<file path="config.mk">
export PLATFORM = sky130hd
export DESIGN_NAME = txbl_top
export DESIGN_NICKNAME = d
export VERILOG_FILES = /design/src/inc/txbl_pkg.sv /design/src/rtl/txbl_fifo.sv /design/src/rtl/txbl_top.sv
export SDC_FILE = /design/constraint.sdc
export NUM_CORES = 1
export LEC_CHECK = 0
export ABC_AREA = 1
export BUFFER_PORTS_ARGS = -buffer_cell sky130_fd_sc_hd__buf_2
export CAP_MARGIN = 20
export CORE_MARGIN = 2
export CORE_UTILIZATION = 55
export CTS_BUF_LIST = sky130_fd_sc_hd__clkbuf_4
export CTS_CLUSTER_SIZE = 24
export DETAILED_ROUTE_END_ITERATION = 8
export GPL_TIMING_DRIVEN = 0
export PLACE_DENSITY_LB_ADDON = 0.12
export SLEW_MARGIN = 20
export SYNTH_ARGS = -nofsm -noshare
export SYNTH_HDL_FRONTEND = slang
export SYNTH_HIERARCHICAL = 1
export SYNTH_SLANG_ARGS = --single-unit
</file>
<file path="constraint.sdc">
create_clock -name clock -period 1.4 [get_ports clock]
set_input_delay 0.28 -clock clock [delete_from_list [all_inputs] [get_ports clock]]
set_output_delay 0.28 -clock clock [all_outputs]
set_load 0.01 [all_outputs]
</file>
<file path="src/inc/txbl_pkg.sv">
// Constants and types for the transmit buffer load port
// Overview of operation
// - Command 0011 loads bus data at phase 2 into buffer bits 5..8.
// - During the upper-half load, status nibble is driven to the processor.
// - Command 1001 loads bus data at phase 2 into buffer bits 1..4.
// - During the lower-half load, quality nibble is driven to the processor.
// - Lower-half load marks the buffer full.
// - Full buffer moves through the two-entry buffer to an idle shift register, then shifts out LSB first.
// - Load path works only in formatted character mode.
package txbl_pkg;
    localparam logic [3:0] CMD_LOAD_UPPER = 4'h3;
    localparam logic [3:0] CMD_LOAD_LOWER = 4'h9;
    localparam int CLOCK_HZ = 10_000_000;
    localparam int BIT_RATE_HZ = 1200;
    localparam int BIT_CYCLES = CLOCK_HZ / BIT_RATE_HZ;
    localparam logic [13:0] BIT_CYCLES_M1 = 14'(BIT_CYCLES - 1);
    localparam logic [7:0] BUF_RESET = 8'h00;
    localparam logic [3:0] BIT_COUNT_LAST = 4'h7;

    typedef struct packed {
        logic strobe;
        logic [3:0] command;
        logic [3:0] data;
    } txbl_cmd_t;

    typedef enum logic [1:0] {
        TXBL_IDLE = 2'b00,
        TXBL_SHIFT = 2'b01
    } txbl_state_t;
endpackage

</file>
<file path="src/rtl/txbl_fifo.sv">
// Two-entry buffer with valid and ready on both sides
`timescale 1ns/1ns
module txbl_fifo import txbl_pkg::*; (
    // Clock and reset
    input wire logic clock,
    input wire logic srst,
    // Fill side
    input wire logic in_valid,
    output logic in_ready,
    input wire logic [7:0] in_data,
    // Drain side
    output logic out_valid,
    input wire logic out_ready,
    output logic [7:0] out_data
);
    logic [7:0] mem_q [2];
    logic wr_q;
    logic rd_q;
    logic [1:0] count_q;
    wire push = in_valid && in_ready;
    wire pop = out_valid && out_ready;

    assign in_ready = count_q != 2'h2;
    assign out_valid = count_q != 2'h0;
    assign out_data = mem_q[rd_q];

    always_ff @(posedge clock) begin
        if (srst) begin
            wr_q <= 1'b0;
            rd_q <= 1'b0;
            count_q <= 2'h0;
        end else begin
            if (push) begin
                mem_q[wr_q] <= in_data;
                wr_q <= ~wr_q;
            end
            if (pop) begin
                rd_q <= ~rd_q;
            end
            count_q <= count_q + {1'b0, push} - {1'b0, pop};
        end
    end
endmodule

</file>
<file path="src/rtl/txbl_top.sv">
// Transmit buffer load port with shift register
`timescale 1ns/1ns
module txbl_top import txbl_pkg::*; (
    // Clock and reset
    input wire logic clock,
    input wire logic srst,
    // Processor bus at phase 2 (pins)
    input wire logic load_strobe,
    input wire logic [3:0] load_command,
    input wire logic [3:0] bus_data_in,
    output logic [3:0] bus_data_out,
    output logic bus_data_oe_n,
    // Nibbles returned to the accumulator
    input wire logic [3:0] status_word,
    input wire logic [3:0] quality_word,
    // Mode
    input wire logic char_mode,
    // Serial side
    output logic serial_out,
    output logic shift_busy,
    output logic buffer_full
);
    // ------------------------------------------------
    // Pin synchronisers
    // ------------------------------------------------
    txbl_cmd_t cmd_s1_q;
    txbl_cmd_t cmd_s2_q;
    logic strobe_d3_q;
    always_ff @(posedge clock) begin
        if (srst) begin
            cmd_s1_q <= '0;
            cmd_s2_q <= '0;
            strobe_d3_q <= 1'b0;
        end else begin
            cmd_s1_q <= '{load_strobe, load_command, bus_data_in};
            cmd_s2_q <= cmd_s1_q;
            strobe_d3_q <= cmd_s2_q.strobe;
        end
    end

    // ------------------------------------------------
    // Command decode
    // ------------------------------------------------
    wire phase2_edge = cmd_s2_q.strobe && !strobe_d3_q;
    wire is_upper = phase2_edge && cmd_s2_q.command == CMD_LOAD_UPPER && char_mode;
    wire is_lower = phase2_edge && cmd_s2_q.command == CMD_LOAD_LOWER && char_mode;
    wire mode_ok_upper = cmd_s2_q.strobe && cmd_s2_q.command == CMD_LOAD_UPPER && char_mode;
    wire mode_ok_lower = cmd_s2_q.strobe && cmd_s2_q.command == CMD_LOAD_LOWER && char_mode;

    // ------------------------------------------------
    // Answer nibble to the accumulator
    // ------------------------------------------------
    logic [3:0] out_q;
    logic oe_n_q;
    always_ff @(posedge clock) begin
        if (srst) begin
            out_q <= 4'h0;
            oe_n_q <= 1'b1;
        end else begin
            out_q <= mode_ok_upper ? status_word : quality_word;
            oe_n_q <= !(mode_ok_upper || mode_ok_lower);
        end
    end
    assign bus_data_out = out_q;
    assign bus_data_oe_n = oe_n_q;

    // ------------------------------------------------
    // Holding buffer and full flag
    // ------------------------------------------------
    logic [7:0] hold_q;
    logic full_q;
    logic fifo_ready;
    wire take = full_q && fifo_ready;
    always_ff @(posedge clock) begin
        if (srst) begin
            hold_q <= BUF_RESET;
            full_q <= 1'b0;
        end else begin
            if (is_upper) begin
                hold_q[7:4] <= cmd_s2_q.data;
            end
            if (is_lower) begin
                hold_q[3:0] <= cmd_s2_q.data;
            end
            // Set wins over the transfer clear
            if (is_lower) begin
                full_q <= 1'b1;
            end else if (take) begin
                full_q <= 1'b0;
            end
        end
    end
    assign buffer_full = full_q;

    logic fifo_valid;
    logic [7:0] fifo_data;
    logic shift_ready;
    txbl_fifo u_fifo (
        .clock(clock),
        .srst(srst),
        .in_valid(full_q),
        .in_ready(fifo_ready),
        .in_data(hold_q),
        .out_valid(fifo_valid),
        .out_ready(shift_ready),
        .out_data(fifo_data)
    );

    // ------------------------------------------------
    // Shift register, bit-rate enable
    // ------------------------------------------------
    txbl_state_t state_q;
    logic [7:0] shreg_q;
    logic [2:0] nbit_q;
    logic [13:0] div_q;
    wire bit_tick = div_q == BIT_CYCLES_M1;
    assign shift_ready = state_q == TXBL_IDLE;
    always_ff @(posedge clock) begin
        if (srst) begin
            state_q <= TXBL_IDLE;
            shreg_q <= 8'hff;
            nbit_q <= 3'h0;
            div_q <= 14'h0;
        end else begin
            div_q <= bit_tick ? 14'h0 : div_q + 14'h1;
            unique case (state_q)
                TXBL_IDLE: begin
                    if (fifo_valid) begin
                        shreg_q <= fifo_data;
                        nbit_q <= 3'h0;
                        div_q <= 14'h0;
                        state_q <= TXBL_SHIFT;
                    end
                end
                TXBL_SHIFT: begin
                    if (bit_tick) begin
                        shreg_q <= {1'b1, shreg_q[7:1]};
                        nbit_q <= nbit_q + 3'h1;
                        if ({1'b0, nbit_q} == BIT_COUNT_LAST) begin
                            state_q <= TXBL_IDLE;
                        end
                    end
                end
            endcase
        end
    end
    // Straight from the register: ones refill it, so the line idles high
    assign serial_out = shreg_q[0];
    assign shift_busy = state_q == TXBL_SHIFT;
endmodule

</file>
# == Word-level counts from Yosys, hierarchy flattened ==
# Memory sizes are Yosys's and may differ from the RTL's. A register that Yosys moved wholly into a read port is not among the register bits.
# Index checks and enable logic that the tools add are counted.
# op_classes
add_sub_neg,4
eq_ne,9
mux,21
bitwise,2
n_reduce_logical,19
# ops
operator,n
$mux 14,3
$mux 8,2
$pmux 8 s2,1
$add 14x1->14 const B,1
$eq 14x14->1 const B,1
$logic_and 1x1->1,11
$mux 1,7
$mux 2,3
$mux 3,2
$ne 2x1->1 const B,3
$pmux 3 s2,1
$eq 4x2->1 const B,1
$eq 4x4->1 const B,1
$mux 4,1
$pmux 2 s2,1
$reduce_bool 2->1,2
$add 3x1->3 const B,1
$eq 3x3->1 const B,1
$reduce_and 3->1,1
$add 2x1->2,1
$eq 2x1->1 const B,1
$logic_not 1->1,2
$logic_not 2->1,1
$ne 2x2->1 const B,1
4 further kinds,5
# word_totals
regBits,64
ramBits,16
n_memories,1
# memory_table
name,words,width,rd,rd_clocked_by_memory_dff,write_ports,line_no,text
u_fifo.mem_q,2,8,1,1,1,txbl_fifo.sv:16,logic [7:0] mem_q [2];

# == Logic depth before layout (Yosys ltp) ==
# logic_depth
word_depth,5
ltp_mapped,11
depth_no_buf,11

# == Hierarchy ==
# The synthesis kept the hierarchy.
# modules_own_cells
mod,instances,cells_each,area_per_inst_um2
txbl_top,1,311,2436.1
txbl_fifo,1,63,869.6

# == Least setup slack after synthesis ==
# OpenSTA, ideal clock, no wires.
# synth_path
kind,register -> register
startpoint,register state_q[0]
endpoint,register u_fifo.count_q[1]
arrival_ns,1.316
required_time_ns,1.285
slack_ns,-0.031
stages_incl_launch_ff,11
path_cell_list,dfxtp_1 > inv_2 > inv_1 > nor2_2 > ha_1 > inv_1 > ha_1 > inv_1 > nand2_1 > a21oi_1 > nor2_1
# synth_between
elab_chain_len,3
# synth_rtl
item,line_no,text
"start, declared",txbl_top.sv:112,txbl_state_t state_q;
"start signal, assigned",txbl_top.sv:120,state_q <= TXBL_IDLE;
"start signal, assigned",txbl_top.sv:132,state_q <= TXBL_SHIFT;
"start signal, assigned",txbl_top.sv:140,state_q <= TXBL_IDLE;
$logic_not 2->1,txbl_top.sv:117,assign shift_ready = state_q == TXBL_IDLE;
named net shift_ready,txbl_top.sv:97,logic shift_ready;
$logic_and 1x1->1,txbl_fifo.sv:21,wire pop = out_valid && out_ready;
named net u_fifo.pop,txbl_fifo.sv:21,
$sub 2x1->2,txbl_fifo.sv:40,"count_q <= count_q + {1'b0, push} - {1'b0, pop};"
"end signal, assigned",txbl_fifo.sv:40,
"end, declared",txbl_fifo.sv:19,logic [1:0] count_q;
# The timed path passes the listed nets, and every way through them passes these cells.
# A chain may end at the register's enable or synchronous reset.

# == Worst setup path in the final report ==
# layout_path
startpoint,register u_fifo.count_q[0]
endpoint,register u_fifo.count_q[1]
# layout_between
elab_chain_len,4
elab_cells_between_ends,6
# layout_rtl
item,line_no,text
$ne 2x2->1,txbl_fifo.sv:23,assign in_ready = count_q != 2'h2;
named net fifo_ready,txbl_top.sv:72,logic fifo_ready;
$logic_and 1x1->1,txbl_fifo.sv:20,wire push = in_valid && in_ready;
$add 2x1->2,txbl_fifo.sv:40,
$sub 2x1->2,txbl_fifo.sv:40,
# The timed path passes the listed nets, and every way through them passes these cells.

==> summary.txt <==
Setup path
  • Required @ worst endpoint: between 1.5 and 2 ns
  • Largest fanout on the critical path: 3
  • Startpoint Class: register
  • Last element of the critical path: u_fifo/count_q[1]
  • Library cell appearing most often on the critical path: inv_2
  • R2R Path Start: u_fifo/count_q[0]
  • Capturing element type of the critical path: register
  • Family of cells with the greatest summed delay on the critical path: simple AND/OR/NAND/NOR gates
  • Start point of the critical path: u_fifo/count_q[0]
  • Cell count of the worst reg-to-reg path: 11
  • Worst R2R End: u_fifo/count_q[1]
  • Ordered cell list for the critical path: inv_2 -> nand2_2 -> nand2_4 -> ha_4 -> inv_2 -> ha_4 -> inv_2 -> nand2_1 -> nand3_1 -> nand2_1 -> nor2_1
  • Slowest cell on the critical path: dfxtp_4
  • Total number of cells along the worst setup path: 11
  • Arrival @ worst endpoint: 1.76 ns
  • Start-to-end type of the worst setup path: register to register
  • Worst R2R Setup Slack: 0.01 ns
  • Worst Path Buf+Inv: 3
  • Maximum cell stage delay along the critical path: between 0.3 and 0.4 ns

Cells and area
  • Post-Route Utilization: 67.8%
  • Diode count: 0
  • Fill cells: around 490
  • Share of final-layout standard cells stronger than drive strength 1: a little under a third
  • Area overhead of the layout relative to synthesis: 19.9%
  • Layout Nets: between 400 and 500

Clock tree
  • Clock transition at path regs: 0.14 ns
  • Maximum buffer depth of the clock tree: 2
  • Clock H-tree levels: 3
  • Num CTS Buffers: 9
  • Cell at the root of the clock tree: clkbuf_4
  • TritonCTS clock tree: built
  • Clock Latency Late Sink: 0.42 ns
  • Count of clock tree sinks: 80

Floorplanning
  • Area of the core: a little under 6000 um2
  • I/O pin count: 28
  • Floorplan die height: around 82 um
  • Die X: 81.5 um
  • Area of the die: roughly 6600 um2
  • Number of rows in the core area: 28
  • Initial core utilization: a little under three fifths

Drt
  • Antenna-violating nets left: 0
  • Iter 0 DRT Violations: between 80 and 90
  • Number of iterations in the first detailed-routing pass: 5
  • Detailed-route DRC error count: 0
  • Detailed-route via count: 2,435
  • Routed wire per std cell: ~12 um
  • Detail-routed via count per cell: 4.81
  • Total length of routed wires: roughly 5900 um

Pwr
  • Clk pwr share: between 10% and 20%
  • Switching Power: between 0.0015 and 0.002 W
  • Switching power share of the total: 33.6%
  • Overall power of the completed layout: between 0.005 and 0.006 W
  • Part of the power in registers: a little under half
  • Share of power burned in combinational logic: around a third
  • Cell Int Power: ~0.0039 W
  • Power density cells: about 1500 nW/um2
  • Lkg Pwr: between 1.5 and 2 nW
  • Worst-case vdd ir drop: approximately 0.0009 V

Flow run
  • Maximum capacitance violations: 0

Timing
  • Endpoints failing setup: 0
  • Slew Viols, Final: 0
  • Worst-margin pin slew: ~0.42 ns
  • Fraction of the cycle the final worst path needs: between 90% and 100%
  • Number of hold violations in the final report: 0
  • Clock skew: around 0.027 ns
  • Max-slew headroom at the worst pin: a little under three quarters
  • Hold Worst Slack: around 0.060 ns
  • Achievable frequency: 720 MHz
  • Unrepaired setup endpoints after global routing: true
  • Final min period: around 1.4 ns

Yosys
  • Cell accounting for the most synthesized area: dfxtp_1
  • Number of synthesized register bits: 80
  • Sequential cell area fraction in the yosys report: 53.3%
  • Post-synth top area share: between 30% and 40%
  • Most used standard cells in the synthesized netlist: nand2_1, dfxtp_1, nor2_1
  • Count of cell types in the netlist: 31
  • Synthesized netlist cell count: 374
  • Combined area of all synthesized cells: roughly 3300 um2
  • Share of flip-flops with an asynchronous set or reset: 0%
  • Top cells by area in the synthesized netlist: dfxtp_1, edfxtp_1, nand2_1, nor2_1, inv_1
  • Dominant cell by count in the synthesized netlist: nand2_1
  • Syn Nets: 400
  • Most instantiated flip-flop cell in the synthesis netlist: dfxtp_1
  • Post-synth EDFFs: 16
  • Warning count from the yosys run: 6
  • Avg Synthesized Cell Area: slightly below 9 um2

Run status
  • Outcome: completed

Placed design
  • Post-DP HPWL: a little under 4000 um
  • Final weighted congestion of routability-driven global placement: ~0.76
  • Number of input and output port buffers inserted: 27

GRT
  • Largest net degree at the start of global routing: 14
  • Number of antenna violations at the first check in global routing: 0
  • First-pass GRT wire length: between 9000 and 10,000 um
  • Via count of the first global-routing pass: roughly 2,200
  • Aggregate global routing overflow: 0
  • GRT Total Usage: 19.0%

Worst hold path
  • Worst hold-check path type: input pin to register
==> sequential cells by signal (all words and copies together) (netlist names), 2 cells and up, named ones only <==
register,count
cmd_s2_q,9
shreg_q,8
u_fifo/count_q,2
nbit_q,3
u_fifo/mem_q,16
div_q,14
bus_data_out,4
hold_q,8
cmd_s1_q,9
==> worst min path at each step <==
stage | end | depth (start not counted) | slack, ns | from
2_1_floorplan | u_fifo/count_q[0] | 1 | 0.35 | srst
3_3_place_gp | cmd_s2_q[7] | 2 | 0.39 | cmd_s1_q[7]
4_1_cts | cmd_s1_q[2] | 3 | 0.03 | bus_data_in[2]
5_1_grt | cmd_s1_q[7] | 3 | 0.05 | load_command[3]
3_5_place_dp | cmd_s2_q[8] | 2 | 0.39 | cmd_s1_q[8]
6_report | cmd_s1_q[2] | 3 | 0.06 | bus_data_in[2]
==> cells by family (layout without fill, tap and decap cells) <==
kind of cell | count (synthesis) | after routing | share of synthesized area [%]
simple gates | 182 | 182 | 26.7
flops | 80 | 80 | 53.3
buf+inv | 66 | 123 | 8.18
compound gates | 25 | 25 | 4.05
mux | 8 | 8 | 3.63
xor+xnor | 7 | 7 | 1.85
fa+ha+maj | 6 | 6 | 2.27
==> worst register-to-register path, cell delays in order, from the launching register on <==
cell and delay [ns]:
dfxtp_4 0.38, inv_2 0.04, nand2_2 0.09, nand2_4 0.07, ha_4 0.27, inv_2 0.04, ha_4 0.15, inv_2 0.04
nand2_1 0.06, nand3_1 0.07, nand2_1 0.05, nor2_1 0.09
==> through the flow <==
step           worst slack (ns)  cell area [um2]  TNS (ns)  cells
6_report                 0.0111             3960         0    506
5_1_grt                 -0.0760             3960    -0.210    506
4_1_cts                 -0.0134             3790   -0.0203    502
3_5_place_dp             -0.278             3540     -5.00    476
3_3_place_gp             -0.242             3540     -4.15    476
2_1_floorplan            0.0111             3310         0    374
==> cell usage in the layout, fill, tap and decap left out, types with 4 or more instances in the layout <==
master	Yosys	final
buf_4	1	12
edfxtp_1	16	16
inv_1	49	44
mux2_4	8	8
clkbuf_4	0	11
xor2_1	4	4
nand2_2	7	9
o21ai_0	6	6
nor2_1	60	58
nor2_4	4	7
a21oi_1	15	12
nand3_1	20	13
nand3_2	11	14
nand3_4	1	5
dfxtp_1	64	58
dfxtp_2	0	5
buf_2	3	30
a21oi_2	1	4
inv_2	6	9
nand2_1	66	63
==> power groups by stage <==
stage               Sequential, W  Clock [W]  Combinational [W]
floorplan                 0.00277          0            0.00114
global placement          0.00278          0            0.00140
detailed placement        0.00278          0            0.00144
CTS                       0.00276    0.00119            0.00167
global route              0.00280    0.00126            0.00211
finish                    0.00277    0.00115            0.00190
==> layout make-up <==
class	instances	area, um2	share of cell area, %
Buffer	10	73.8	1.86
Clock buffer	11	82.6	2.08
Clock inverter	5	23.8	0.600
Inverter	56	215	5.43
Multi-Input combinational cell	228	1430	36.1
Sequential cell	80	1770	44.7
Tap cell	75	93.8	2.37
Timing Repair Buffer	41	270	6.82
==> timing repair <==
item | 4_1_cts | 5_1_grt
gates cloned | 0 | 1
gates resized for setup | 18 | 30
hold buffers | 0 | 0
pin swaps | 6 | 9
endpoints found under the setup margin | 39 | 33
setup buffers | 10 | 3
==> per-layer routing <==
layer / part of all wire (%) / vias up / track usage [%] / routed length (um)
met5: 0 / - / 0 / 0
met4: 1.9 / 0 / 10.3 / 110
met3: 3.8 / 10 / 3.74 / 226
met2: 47 / 46 / 31.5 / 2760
met1: 48 / 1095 / 23.2 / 2820
li1: - / 1284 / - / -
No activity file was read; power rests on OpenSTA's default activity.
